<file path="src/shared/dxc_map.svh">
// Purpose: Offsets, field positions, reset values and timing counts of the extended bank
// Assumes: Host reaches the bank through the indexed sequencer pair
// Notes:   Definitions only
`ifndef DXC_MAP_SVH
`define DXC_MAP_SVH

// ------
// Host ports and indices
// ------
`define DXC_PORT_INDEX    16'h03c4
`define DXC_PORT_DATA     16'h03c5
`define DXC_IDX_FBAC      8'h25
`define DXC_IDX_CRTLOCK   8'h27
`define DXC_IDX_FUTURE    8'h28
`define DXC_IDX_FEATURE   8'h29
`define DXC_IDX_CLKSEL    8'h31
`define DXC_IDX_DOTN      8'h32
`define DXC_IDX_VOLT      8'h33
`define DXC_IDX_REFRESH   8'h34
`define DXC_IDX_UNLOCK    8'h35
`define DXC_IDX_STATUS    8'h36

// ------
// Writable masks (reserved bits read as zero) and reset values
// ------
`define DXC_MASK_CRTLOCK  8'h53
`define DXC_MASK_FEATURE  8'hfc
`define DXC_MASK_CLKSEL   8'h1f
`define DXC_MASK_VOLT     8'h3f
`define DXC_MASK_UNLOCK   8'h70
`define DXC_MASK_STATUS   8'hf0
`define DXC_RESET_VALUE   8'h00

// ------
// Field positions
// ------
`define DXC_FBAC_RD       1
`define DXC_FBAC_WR       0
`define DXC_LOCK_VDE      6
`define DXC_LOCK_HDE      4
`define DXC_FEAT_AVE      7
`define DXC_FEAT_DITH_HI  6
`define DXC_FEAT_SYNCPASS 5
`define DXC_FEAT_PIXOFF   4
`define DXC_FEAT_SYNCOFF  3
`define DXC_FEAT_DITH_LO  2
`define DXC_VOLT_OVR      5
`define DXC_STAT_EN       7
`define DXC_STAT_POL      4
`define DXC_UNLOCK_KEY    3'b101
`define DXC_DOT_N_CODE    4'b0010

// ------
// CRT registers guarded by the lock bits
// ------
`define DXC_CRT_HDE       8'h01
`define DXC_CRT_OVERFLOW  8'h07
`define DXC_CRT_VDE       8'h12
`define DXC_OVF_LOCK_MASK 8'h42

// ------
// Refresh timing
// ------
`define DXC_REF_WIDTH     8
`define DXC_REF_DIV_W     11

`endif

</file>
<file path="src/shared/dxc_pkg.sv">
// Purpose: Types shared by the extended control bank
// Assumes: Offsets and fields live in dxc_map.svh
// Notes:   Pin groups travel as packed structs
package dxc_pkg;

  // ------
  // Display pin group
  // ------
  typedef struct packed {
    logic       pclk;
    logic       blank;
    logic [7:0] vid;
    logic       hsync;
    logic       vsync;
    logic       line_pulse;
    logic       frame_pulse;
  } dxc_pins_t;

  typedef struct packed {
    logic       wr;
    logic       rd;
    logic [15:0] addr;
    logic [7:0] wdata;
  } dxc_io_req_t;

  typedef enum logic [1:0] {
    DXC_VEXP_NONE,
    DXC_VEXP_THREE_BELOW,
    DXC_VEXP_ONE_ABOVE_TWO_BELOW
  } dxc_vexp_t;

  typedef enum logic [1:0] {
    DXC_STAT_RSVD,
    DXC_STAT_IO,
    DXC_STAT_MEM,
    DXC_STAT_BOTH
  } dxc_stat_sel_t;

endpackage : dxc_pkg

</file>
<file path="src/hdl/dxc_ext_regs.sv">
// Purpose: Extended display control registers behind the indexed data port
// Assumes: Host strobes are one-cycle pulses on clk; pins and detectors are asynchronous
// Notes:   Pixel pins are registered, so they lag the internal sources by one cycle
`timescale 1ns/1ps
`include "dxc_map.svh"

// How it works
// - Bits 7:2 of access control give frame buffer access length in memory clocks.
// - Bit 1 enables frame buffer reads, bit 0 enables writes.
// - Lock bit 6 set blocks writes to vertical display end and overflow bits 6,1.
// - Lock bit 4 set blocks writes to horizontal display end register.
// - Lock bits 1:0 pick text vertical expansion, only in 400-line text modes.
// - Feature bit 7 turns pixel clock, blank and video pins into inputs.
// - Feature bit 5 makes line pulse copy hsync and frame pulse copy vsync.
// - Feature bit 4 holds pixel clock low; blank and video low in CRT-only mode.
// - Feature bit 3 forces both sync outputs low.
// - Feature bits 6 and 2 go out as the TFT dithering mode select.
// - Clock selection accepts writes only while unlock bits 6:4 hold 101.
// - Clock selection bits 4:3 and misc output bits 3:2 choose the dot clock.
// - Clock selection bits 2:0 drive the memory clock choice.
// - Dot clock N value applies only when dot clock choice equals 0010.
// - Override bit 5 replaces the five detector latches with bits 4:0.
// - Refresh divides reference by 8*(value+1), each request lasting 8 periods.
// - Divider runs only with dither bit 1; bit 0 clear passes reference through.
// - Status bit 7 enables the user status pin; bits 6:5 pick I/O, memory, both.
// - Status bit 4 clear makes the user status pin active high, set low.
// - Status bits 2:0 read DAC, panel and pixel bus voltage modes.
module dxc_ext_regs
  import dxc_pkg::*;
(
  input  wire logic        clk,
  input  wire logic        rst_n,
  // Host I/O port
  input  wire dxc_io_req_t io_req,
  output logic [7:0]       io_rdata,
  output logic             io_rhit,
  // CRT register write guard
  input  wire logic [7:0]  crt_index,
  output logic [7:0]       crt_wr_mask,
  // Frame buffer arbitration
  output logic [5:0]       fb_access_mclks,
  output logic             fb_read_en,
  output logic             fb_write_en,
  // Text expansion
  input  wire logic        text400_mode,
  output dxc_vexp_t        vexp_mode,
  // Display pins
  input  wire dxc_pins_t   pins_int,
  input  wire logic        crt_only,
  input  wire logic        pclk_pin_in,
  input  wire logic        blank_pin_in,
  input  wire logic [7:0]  video_data_pins_in,
  output dxc_pins_t        pins_out,
  output logic             pix_pins_oe,
  output logic             aux_video_extender_mode,
  output logic             dac_pclk,
  output logic             dac_blank,
  output logic [7:0]       dac_video,
  output logic [1:0]       tft_dither_sel,
  // Clock generator
  input  wire logic [1:0]  misc_clk_sel,
  output logic [3:0]       dot_clock_choice,
  output logic [2:0]       memory_clock_choice,
  output logic [7:0]       dot_n_value,
  output logic             dot_n_active,
  // Voltage detectors, bit 4 pixel bus down to bit 0 DAC
  input  wire logic [4:0]  volt_detect,
  output logic [4:0]       volt_mode,
  // Refresh
  input  wire logic        slow_reference_clock,
  input  wire logic        refresh_div_en,
  output logic             refresh_req,
  // User status pin
  input  wire logic        io_activity,
  input  wire logic        mem_activity,
  output logic             user_status_pin
);

  // ------
  // Register state
  // ------
  logic [7:0] index;
  logic [7:0] frame_buffer_access_ctrl;
  logic [7:0] crt_lock_two;
  logic [7:0] feature_three;
  logic [7:0] clock_selection;
  logic [7:0] dot_clock_n_value;
  logic [7:0] voltage_override;
  logic [7:0] refresh_timing;
  logic [7:0] clock_unlock;
  logic [7:0] status_detect;
  logic [7:0] next_index;
  logic [7:0] next_frame_buffer_access_ctrl;
  logic [7:0] next_crt_lock_two;
  logic [7:0] next_feature_three;
  logic [7:0] next_clock_selection;
  logic [7:0] next_dot_clock_n_value;
  logic [7:0] next_voltage_override;
  logic [7:0] next_refresh_timing;
  logic [7:0] next_clock_unlock;
  logic [7:0] next_status_detect;
  logic       data_wr;
  logic       data_rd;
  logic       clk_unlocked;
  logic [7:0] rd_value;
  logic       rd_hit;

  assign data_wr      = io_req.wr && (io_req.addr == `DXC_PORT_DATA);
  assign data_rd      = io_req.rd && (io_req.addr == `DXC_PORT_DATA);
  assign clk_unlocked = (clock_unlock[6:4] == `DXC_UNLOCK_KEY);

  always_comb begin
    next_index                    = index;
    next_frame_buffer_access_ctrl = frame_buffer_access_ctrl;
    next_crt_lock_two             = crt_lock_two;
    next_feature_three            = feature_three;
    next_clock_selection          = clock_selection;
    next_dot_clock_n_value        = dot_clock_n_value;
    next_voltage_override         = voltage_override;
    next_refresh_timing           = refresh_timing;
    next_clock_unlock             = clock_unlock;
    next_status_detect            = status_detect;
    if (io_req.wr && (io_req.addr == `DXC_PORT_INDEX)) begin
      next_index = io_req.wdata;
    end
    if (data_wr) begin
      case (index)
        `DXC_IDX_FBAC:    next_frame_buffer_access_ctrl = io_req.wdata;
        `DXC_IDX_CRTLOCK: next_crt_lock_two = io_req.wdata & `DXC_MASK_CRTLOCK;
        `DXC_IDX_FEATURE: next_feature_three = io_req.wdata & `DXC_MASK_FEATURE;
        `DXC_IDX_CLKSEL: begin
          // Locked writes vanish without a trace; the stored value stays readable
          if (clk_unlocked) begin
            next_clock_selection = io_req.wdata & `DXC_MASK_CLKSEL;
          end
        end
        `DXC_IDX_DOTN:    next_dot_clock_n_value = io_req.wdata;
        `DXC_IDX_VOLT:    next_voltage_override = io_req.wdata & `DXC_MASK_VOLT;
        `DXC_IDX_REFRESH: next_refresh_timing = io_req.wdata;
        `DXC_IDX_UNLOCK:  next_clock_unlock = io_req.wdata & `DXC_MASK_UNLOCK;
        `DXC_IDX_STATUS:  next_status_detect = io_req.wdata & `DXC_MASK_STATUS;
        default: ;
      endcase
    end
  end

  always_ff @(posedge clk or negedge rst_n) begin
    if (!rst_n) begin
      index                    <= `DXC_RESET_VALUE;
      frame_buffer_access_ctrl <= `DXC_RESET_VALUE;
      crt_lock_two             <= `DXC_RESET_VALUE;
      feature_three            <= `DXC_RESET_VALUE;
      clock_selection          <= `DXC_RESET_VALUE;
      dot_clock_n_value        <= `DXC_RESET_VALUE;
      voltage_override         <= `DXC_RESET_VALUE;
      refresh_timing           <= `DXC_RESET_VALUE;
      clock_unlock             <= `DXC_RESET_VALUE;
      status_detect            <= `DXC_RESET_VALUE;
    end else begin
      index                    <= next_index;
      frame_buffer_access_ctrl <= next_frame_buffer_access_ctrl;
      crt_lock_two             <= next_crt_lock_two;
      feature_three            <= next_feature_three;
      clock_selection          <= next_clock_selection;
      dot_clock_n_value        <= next_dot_clock_n_value;
      voltage_override         <= next_voltage_override;
      refresh_timing           <= next_refresh_timing;
      clock_unlock             <= next_clock_unlock;
      status_detect            <= next_status_detect;
    end
  end

  // ------
  // Read path
  // ------
  always_comb begin
    rd_hit   = 1'b1;
    rd_value = 8'h00;
    case (index)
      `DXC_IDX_FBAC:    rd_value = frame_buffer_access_ctrl;
      `DXC_IDX_CRTLOCK: rd_value = crt_lock_two;
      `DXC_IDX_FUTURE:  rd_value = 8'h00;
      `DXC_IDX_FEATURE: rd_value = feature_three;
      `DXC_IDX_CLKSEL:  rd_value = clock_selection;
      `DXC_IDX_DOTN:    rd_value = dot_clock_n_value;
      `DXC_IDX_VOLT:    rd_value = voltage_override;
      `DXC_IDX_REFRESH: rd_value = refresh_timing;
      `DXC_IDX_UNLOCK:  rd_value = clock_unlock;
      `DXC_IDX_STATUS:  rd_value = {status_detect[7:3],
                                    volt_mode[0], volt_mode[2], volt_mode[4]};
      default:          rd_hit = 1'b0;
    endcase
  end

  // Data comes back registered one cycle after the read strobe
  always_ff @(posedge clk or negedge rst_n) begin
    if (!rst_n) begin
      io_rdata <= 8'h00;
      io_rhit  <= 1'b0;
    end else begin
      io_rdata <= data_rd ? rd_value : 8'h00;
      io_rhit  <= data_rd & rd_hit;
    end
  end

  // ------
  // CRT write guard
  // ------
  always_comb begin
    crt_wr_mask = 8'hff;
    case (crt_index)
      `DXC_CRT_VDE: begin
        if (crt_lock_two[`DXC_LOCK_VDE]) crt_wr_mask = 8'h00;
      end
      `DXC_CRT_OVERFLOW: begin
        if (crt_lock_two[`DXC_LOCK_VDE]) crt_wr_mask = ~`DXC_OVF_LOCK_MASK;
      end
      `DXC_CRT_HDE: begin
        if (crt_lock_two[`DXC_LOCK_HDE]) crt_wr_mask = 8'h00;
      end
      default: crt_wr_mask = 8'hff;
    endcase
  end

  // ------
  // Control decodes
  // ------
  assign fb_access_mclks     = frame_buffer_access_ctrl[7:2];
  assign fb_read_en          = frame_buffer_access_ctrl[`DXC_FBAC_RD];
  assign fb_write_en         = frame_buffer_access_ctrl[`DXC_FBAC_WR];
  assign tft_dither_sel      = {feature_three[`DXC_FEAT_DITH_HI],
                                feature_three[`DXC_FEAT_DITH_LO]};
  assign dot_clock_choice    = {clock_selection[4:3], misc_clk_sel};
  assign memory_clock_choice = clock_selection[2:0];
  assign dot_n_value         = dot_clock_n_value;
  assign dot_n_active        = (dot_clock_choice == `DXC_DOT_N_CODE);

  always_comb begin
    vexp_mode = DXC_VEXP_NONE;
    if (text400_mode && crt_lock_two[0]) begin
      vexp_mode = crt_lock_two[1] ? DXC_VEXP_ONE_ABOVE_TWO_BELOW : DXC_VEXP_THREE_BELOW;
    end
  end

  // ------
  // Asynchronous inputs: two-stage synchronisers
  // ------
  logic [4:0] volt_s1;
  logic [4:0] volt_s2;
  logic [9:0] pix_s1;
  logic [9:0] pix_s2;
  logic [2:0] ref_s;

  always_ff @(posedge clk or negedge rst_n) begin
    if (!rst_n) begin
      volt_s1 <= '0;
      volt_s2 <= '0;
      pix_s1  <= '0;
      pix_s2  <= '0;
      ref_s   <= '0;
    end else begin
      volt_s1 <= volt_detect;
      volt_s2 <= volt_s1;
      pix_s1  <= {pclk_pin_in, blank_pin_in, video_data_pins_in};
      pix_s2  <= pix_s1;
      ref_s   <= {ref_s[1:0], slow_reference_clock};
    end
  end

  // Override replaces each detector latch: 1 forces 3.3 V, 0 forces 5 V
  assign volt_mode = voltage_override[`DXC_VOLT_OVR] ? voltage_override[4:0] : volt_s2;

  // ------
  // Refresh divider
  // ------
  dxc_refresh_div #(
    .DIV_W (`DXC_REF_DIV_W)
  ) u_refresh (
    .clk         (clk),
    .rst_n       (rst_n),
    .enable      (refresh_div_en),
    .ref_level   (ref_s[1]),
    .ref_edge    (ref_s[1] & ~ref_s[2]),
    .div_value   (refresh_timing),
    .refresh_req (refresh_req)
  );

  // ------
  // Display pin control
  // ------
  dxc_pins_t next_pins;
  logic      next_status;
  logic      hit;

  assign aux_video_extender_mode = feature_three[`DXC_FEAT_AVE];
  assign pix_pins_oe             = ~feature_three[`DXC_FEAT_AVE];
  // In extender mode the palette takes the external source, otherwise the internal one
  assign dac_pclk  = feature_three[`DXC_FEAT_AVE] ? pix_s2[9]   : pins_int.pclk;
  assign dac_blank = feature_three[`DXC_FEAT_AVE] ? pix_s2[8]   : pins_int.blank;
  assign dac_video = feature_three[`DXC_FEAT_AVE] ? pix_s2[7:0] : pins_int.vid;

  always_comb begin
    next_pins = pins_int;
    if (feature_three[`DXC_FEAT_SYNCPASS]) begin
      next_pins.line_pulse  = pins_int.hsync;
      next_pins.frame_pulse = pins_int.vsync;
    end
    if (feature_three[`DXC_FEAT_PIXOFF]) begin
      next_pins.pclk = 1'b0;
      if (crt_only) begin
        next_pins.blank = 1'b0;
        next_pins.vid   = 8'h00;
      end
    end
    if (feature_three[`DXC_FEAT_SYNCOFF]) begin
      next_pins.hsync = 1'b0;
      next_pins.vsync = 1'b0;
    end
  end

  // ------
  // User status pin
  // ------
  always_comb begin
    case (dxc_stat_sel_t'(status_detect[6:5]))
      DXC_STAT_IO:   hit = io_activity;
      DXC_STAT_MEM:  hit = mem_activity;
      DXC_STAT_BOTH: hit = io_activity | mem_activity;
      default:       hit = 1'b0;
    endcase
    // Disabled or reserved selection leaves the pin at its inactive level
    next_status = (status_detect[`DXC_STAT_EN] & hit) ^ status_detect[`DXC_STAT_POL];
  end

  always_ff @(posedge clk or negedge rst_n) begin
    if (!rst_n) begin
      pins_out        <= '0;
      user_status_pin <= 1'b0;
    end else begin
      pins_out        <= next_pins;
      user_status_pin <= next_status;
    end
  end

endmodule : dxc_ext_regs

</file>
<file path="src/hdl/dxc_refresh_div.sv">
// Purpose: Refresh request generator from the slow reference clock
// Assumes: ref_edge is a one-cycle pulse per rising reference edge, already synchronised
// Notes:   Request stays high for a fixed count of reference periods
`timescale 1ns/1ps
`include "dxc_map.svh"

module dxc_refresh_div #(
  parameter int DIV_W = `DXC_REF_DIV_W
) (
  input  wire logic       clk,
  input  wire logic       rst_n,
  input  wire logic       enable,
  input  wire logic       ref_level,
  input  wire logic       ref_edge,
  input  wire logic [7:0] div_value,
  output logic            refresh_req
);

  logic [DIV_W-1:0] cnt;
  logic [DIV_W-1:0] next_cnt;
  logic [3:0]       width;
  logic [3:0]       next_width;
  logic             divided;
  logic             next_divided;
  logic [DIV_W-1:0] terminal;

  // Divisor is 8*(value+1): upper bits hold value, low three bits count eights
  assign terminal = {div_value, 3'b111};

  // ------
  // Divider and pulse width
  // ------
  always_comb begin
    next_cnt     = cnt;
    next_width   = width;
    next_divided = divided;
    if (!enable) begin
      next_cnt     = '0;
      next_width   = '0;
      next_divided = 1'b0;
    end else if (ref_edge) begin
      if (cnt == terminal) begin
        next_cnt     = '0;
        next_divided = 1'b1;
        next_width   = 4'(`DXC_REF_WIDTH - 1);
      end else begin
        next_cnt = cnt + 1'b1;
        if (width != 4'h0) begin
          next_width = width - 1'b1;
        end else begin
          next_divided = 1'b0;
        end
      end
    end
  end

  always_ff @(posedge clk or negedge rst_n) begin
    if (!rst_n) begin
      cnt     <= '0;
      width   <= '0;
      divided <= 1'b0;
    end else begin
      cnt     <= next_cnt;
      width   <= next_width;
      divided <= next_divided;
    end
  end

  // Bit 0 clear passes the reference straight through
  assign refresh_req = enable & (div_value[0] ? divided : ref_level);

endmodule : dxc_refresh_div

</file>
<file path="config.mk">
export PLATFORM = sky130hd
export DESIGN_NAME = dxc_ext_regs
export DESIGN_NICKNAME = d
export VERILOG_FILES = /design/src/shared/dxc_pkg.sv /design/src/hdl/dxc_ext_regs.sv /design/src/hdl/dxc_refresh_div.sv
export VERILOG_INCLUDE_DIRS = /design/src /design/src/shared
export SDC_FILE = /design/constraint.sdc
export NUM_CORES = 1
export LEC_CHECK = 0
export BUFFER_PORTS_ARGS = -buffer_cell sky130_fd_sc_hd__clkbuf_2
export CAP_MARGIN = 10
export CORE_UTILIZATION = 27
export CTS_BUF_LIST = sky130_fd_sc_hd__clkbuf_16
export DETAILED_ROUTE_END_ITERATION = 8
export MAX_ROUTING_LAYER = met4
export PLACE_DENSITY_LB_ADDON = 0.15
export SYNTH_ARGS = -nofsm -noshare
export SYNTH_HDL_FRONTEND = slang
export SYNTH_SLANG_ARGS = --single-unit
export TNS_END_PERCENT = 20
</file>
<file path="constraint.sdc">
create_clock -name clk -period 2.5 [get_ports clk]
set_input_delay 0.125 -clock clk [delete_from_list [all_inputs] [get_ports clk]]
set_output_delay 0.125 -clock clk [all_outputs]
set_load 0.05 [all_outputs]
</file>
* Yosys cells after proc, flatten, opt, wreduce, memory -nomap -nowiden
Index checks and enable logic that the tools add are counted.
** Operators by class
- Add/sub/neg operators :: 2
- Mux-type cells :: 30
- Bitwise logic cells :: 8
- Reductions and logical operators :: 17
- Equality and inequality tests :: 24
** Operators by type and width (number)
- $eq 8x6->1 const B :: 10
- $pmux 8 s9 :: 1
- $mux 11 :: 3
- $eq 16x10->1 const B :: 2
- $mux 8 :: 4
- $pmux 8 s3 :: 1
- $reduce_and 2->1 :: 10
- $mux 4 :: 4
- $add 11x1->11 const B :: 1
- $eq 11x11->1 :: 1
- $mux 10 :: 1
- $reduce_or 10->1 :: 1
- $mux 9 :: 1
- $eq 8x1->1 const B :: 1
- $eq 8x3->1 const B :: 1
- $eq 8x5->1 const B :: 1
- $mux 1 :: 8
- $mux 2 :: 4
- $mux 7 :: 1
- $mux 5 :: 1
- $and 1x1->1 :: 4
- $eq 2x2->1 const B :: 2
- $eq 4x2->1 const B :: 1
- $logic_and 1x1->1 :: 4
- other kinds (12) :: 13
** Storage, ports and cells
- Flip-flop bits (word level) :: 133

* Depth between registers and ports, before layout
- Word-level depth :: 5
- Mapped depth :: 7
- Mapped depth without buffers :: 6

* Cells and area by module
From an unflattened synthesis, not the netlist that was laid out.
** Second synthesis, totals
- Cell total of the unflattened synthesis :: 479
- Area, all modules :: 6099.6 µm²
** By module, submodules not included
- dxc_ext_regs :: cells an instance 379, area each 5116.2 µm², instances 1
- dxc_refresh_div :: cells an instance 100, area each 983.4 µm², instances 1

* Least setup slack after synthesis
No wires, ideal clock.
- Path type :: register -> output
- Start point :: reg clock_selection[4]
- End point :: out dot_n_active
- Setup slack :: 0.073 ns
- Required time :: 2.375 ns
- Path buffers :: 0
- Arrival time :: 2.302 ns
- Cell stages (with the launch flop) :: 2
- Path through :: dfrtp_1 -> nor4b_1
** On the way
- Longest elaborated chain between the ends :: 1
** Ends and longest elaborated chain
- from (decl) :: line dxc_ext_regs.sv:86 : logic [7:0] clock_selection;
- from (signal assigned) :: line dxc_ext_regs.sv:153 : clock_selection <= `DXC_RESET_VALUE;
- from (signal assigned) :: line dxc_ext_regs.sv:164 : clock_selection <= next_clock_selection;
- $eq 4x2->1 (no line)
- to (decl) :: line dxc_ext_regs.sv:65 : output logic dot_n_active,
No other way between the ends.

* Worst setup path after layout
- Start point :: reg index[3]
- End point :: reg feature_three[3]
** On the way
- Longest elaborated chain between the ends :: 2
** Ends and longest elaborated chain
- from (decl) :: line dxc_ext_regs.sv:82 : logic [7:0] index;
- from (signal assigned) :: line dxc_ext_regs.sv:149 : index <= `DXC_RESET_VALUE;
- from (signal assigned) :: line dxc_ext_regs.sv:160 : index <= next_index;
- $eq 8x6->1 :: line dxc_ext_regs.sv:127 : case (index)
- $reduce_and 2->1 (no line)
- to (signal assigned) :: line dxc_ext_regs.sv:152 : feature_three <= `DXC_RESET_VALUE;
- to (signal assigned) :: line dxc_ext_regs.sv:163 : feature_three <= next_feature_three;
- to (decl) :: line dxc_ext_regs.sv:85 : logic [7:0] feature_three;
No other way between the ends.
A chain may end at the register's enable or synchronous reset.

==> qor.log <==
qor: cells_and_area.design.final.nets 752
qor: cts.clock-root-buffer clkbuf_16
qor: cells_and_area.final_common_cell clkbuf_2
qor: synth.ys_seq_elements 133
qor: status.outcome complete, but fails checks
qor: cells_and_area.share_of_post_route_cells_with_drive_strength_above_1 34.2%
qor: drt.detail_route.wirelength.met1 8.00 mm
qor: min_path.min_from io_req[24]
qor: synth.synth.largest_area_cell dfrtp_1
qor: critical_path.setup.worst_path.end_class register
qor: die.placementRows 54
qor: min_path.worst_hold_path_type input port to register
qor: timing.final_clock_period_utilization_by_the_worst_path 81.1%
qor: cts.htree_num_levels 4
qor: cts.clock_path_buffers 2
qor: drt.dr.pass1.iters 6
qor: cells_and_area.post-route-cell-area 0.00805 sq mm
qor: cells_and_area.area_delta_synth_final 32.1%
qor: drt.topRoutingLayerUsed met4
qor: synth.synth-warning-count 0
qor: critical_path.timing.critical_path.depth 4
qor: timing.maxClockFrequency 493 MHz
qor: cells_and_area.antenna_cells_inserted 0
qor: drt.met2_routed_length 8.16 mm
qor: critical_path.peak_fanout_along_the_critical_path 16
qor: critical_path.bufs_and_invs_on_worst_path 0
qor: cts.clkSinkCount 133
qor: critical_path.cp-startpoint index[3]$_DFFE_PN0P_
qor: placed_design.dpl_worst_slack 0.518 ns
qor: die.die_width 152 microns
qor: critical_path.timing.reg2reg.worst_path_depth 4
qor: critical_path.reg2reg_setup_slack 0.47 ns
qor: timing.timing.final.hold_violations 0
qor: die.initial_core_util 27.7%
qor: global_route.gr_util_all_layers 15.9%
qor: die.io-pin-count 151
qor: drt.drtAntennaViolNets 0
qor: placed_design.dp_hpwl 12.5 mm
qor: cells_and_area.layout.cells.most_common_list 149 x clkbuf_2, 133 x dfrtp_1, 50 x mux2_1
qor: placed_design.globalplace.congestion 0.849
qor: placed_design.port-buffer-count 150
qor: drt.avgViaCountPerCell 4.79
qor: synth.postSynthNetCount 567
qor: timing.post-route-min-period 2.03 ns
qor: timing.totalNegativeSetupSlack 0 ns
qor: cts.clock_insertion_delay_worst_skew 0.42 ns
qor: critical_path.setup.worst_path.start_class register
qor: power.power.static_leakage 0.00391 uW
qor: die.core_region_area 0.0220 sq mm
qor: synth.synth_async_sr_flop_share 100%
qor: drt.wl_met3 918 microns
qor: drt.avgRoutedWirePerCell 17.8 microns
qor: critical_path.worst-endpoint-arrival 2.32 ns
qor: cts.tritoncts_buffer_count 17
qor: critical_path.reg2reg_to feature_three[3]$_DFFE_PN0P_
qor: global_route.first_global_vias 4940
qor: synth.share_of_the_synthesized_area_in_the_top_cell_type 54.6%
qor: timing.slew_viol_final 0
qor: synth.syn-cell-area 0.00609 sq mm
qor: global_route.largest_net_degree_at_the_start_of_global_routing 59
qor: drt.remaining_drc_errors 12
qor: global_route.gr-total-overflow 0
qor: timing.rsz0062_at_grt no
qor: synth.post_synth_main_area_contributors dfrtp_1 55%, mux2_1 9.2%, mux2_2 4.1%
qor: global_route.grt_pass1_wl 27.6 mm
qor: cts.clk_pin_slew 0.06 ns
qor: cts.cts_setup_buffers 0
qor: critical_path.worst-endpoint-required 2.80 ns
qor: synth.postSynthCellCount 492
qor: synth.synth.distinct_cells 63
qor: global_route.grt_antenna_before_repair 0
qor: die.die_height 152 microns
qor: synth.synthesis.area_per_instance 12.4 sq um
qor: timing.clock_skew 0.00976 ns
qor: status.failed_checks design-rule violations
qor: critical_path.crit_family simple AND/OR/NAND/NOR gates
qor: timing.count_of_endpoints_failing_setup_in_the_final_report 0
qor: critical_path.crit_path_max_cell_delay 0.67 ns
qor: timing.timing.slew.headroom 46.3%
qor: critical_path.cp_cell_sequence nor3b_1, and2_1, nand3_4, mux2_1
qor: cts.cts_resized 0
qor: die.die_area 0.0232 sq mm
qor: drt.drt-initial-drc-count 240
qor: critical_path.crit-reg2reg-launch index[3]$_DFFE_PN0P_
qor: drt.wirelength 17.3 mm
qor: synth.synth-edff-count 0
qor: critical_path.critPathSlowestCell dfrtp_1
qor: critical_path.path_class register to register
qor: power.irDropWorstVdd 432 uV
qor: drt.route.vias.total 4650
qor: critical_path.critPathCapture feature_three[3]$_DFFE_PN0P_
qor: power.power_per_cell_area 619 mW/mm^2
qor: placed_design.detailed_place.area 0.00715 sq mm
qor: timing.final_critical_path_setup_slack 0.473 ns
qor: job.cap_viol_max_count 0
qor: timing.worst_slew_pin_slew 0.805 ns
qor: synth.ys.flop_type dfrtp_1
qor: synth.seq_area_frac_synth 54.6%
qor: cts.cts_tree done
synth_stat cells (3+ instances only):
cell type and number:
and3b_1 3, dfrtp_1 133, nor3_1 5, and2_1 11, nor4b_1 4, mux2_4 4
o21ai_1 10, xor2_1 8, a211o_1 4, buf_2 7, o21ai_0 9, clkbuf_1 11
nand3_4 5, mux2i_1 10, buf_4 11, nand3b_1 6, a32oi_1 3, nor4_1 7
nand2_1 31, nor2_1 20, a22o_1 5, nor3b_1 3, inv_1 5, nor2b_1 8
mux2_1 50, a31oi_1 3, nand4_1 4, and4_1 3, a21oi_1 14, nor4bb_1 3
mux2_2 22, nand3_1 17, and3_1 9, a22oi_1 7
how the worst min path moves through the flow:
stage / end / slack [ns] / cells past startpoint
after floorplan: clock_selection[0]$_DFFE_PN0P_ / -0.17 / 0
after global placement: pix_s1[7]$_DFF_PN0_ / 0.23 / 1
after detailed placement: ref_s[0]$_DFF_PN0_ / 0.23 / 1
after CTS: io_rhit$_DFF_PN0_ / 0.06 / 4
after global routing: frame_buffer_access_ctrl[3]$_DFFE_PN0P_ / 0.09 / 2
final: io_rhit$_DFF_PN0_ / 0.08 / 4
area by class of cell:
class / count / area, sq um
Timing Repair Buffer: 197 / 1210
Clock buffer: 17 / 425
Tap cell: 280 / 350
Sequential cell: 133 / 3330
Multi-Input combinational cell: 322 / 2560
Clock inverter: 15 / 144
Fill cell: 2181 / 13900
Inverter: 6 / 22.5
sequential cells by signal (all words and copies together), names as in the netlist, 4 cells and up:
name	cells
volt_s2	5
volt_s1	5
io_rdata	8
index	8
voltage_override	6
u_refresh.width	4
crt_lock_two	4
feature_three	6
status_detect	4
pix_s1	10
clock_selection	5
pins_out	14
frame_buffer_access_ctrl	8
dot_n_value	8
refresh_timing	8
u_refresh.cnt	11
pix_s2	10
power by group:
group          internal (uW)  leakage (uW)  switching (uW)  total [uW]
logic                    125       0.00189             236         361
registers               2190       0.00174            12.5        2200
clock network           1390      0.000279            1020        2410
total                   3710       0.00391            1270        4980
routing by layer:
layer	track usage [%]	vias to the layer above
li1	-	2164
met3	4.07	16
met5	-	-
met4	4.91	0
met2	24.9	139
met1	20.3	2331
cells by family after synthesis:
kind of cell	synth area share [%]
adder cells (fa/ha/maj)	0.411
buffers and inverters	3.37
AND/OR/NAND/NOR	16.7
AO/OA/AOI/OAI	7.50
multiplexers	15.9
flip-flops	54.6
XOR/XNOR	1.44
metrics by stage:
| step | std cells | hold slack (ns) | utilization [%] | total power (uW) |
|---|---|---|---|---|
| after global placement | 905 | 0.234 | 32.6 | 2560 |
| after global routing | 970 | 0.0888 | 36.6 | 5190 |
| after CTS | 970 | 0.0556 | 36.6 | 5060 |
| after floorplan | 492 | -0.171 | - | 2400 |
| final | 970 | 0.0810 | 36.6 | 4980 |
| after detailed placement | 905 | 0.235 | 32.6 | 2570 |
tightest hold or removal path, delay by kind of cell:
family	cells	cell delay, ns
AO/OA/AOI/OAI	1	0.11
buffers and inverters	1	0.08
AND/OR/NAND/NOR	2	0.14
what timing repair did:
action                                  4_1_cts  5_1_grt
hold buffers                                 33        0
hold endpoints to repair                     85        0
endpoints found under the setup margin        0        0
Power figures use the tool's default switching activity.
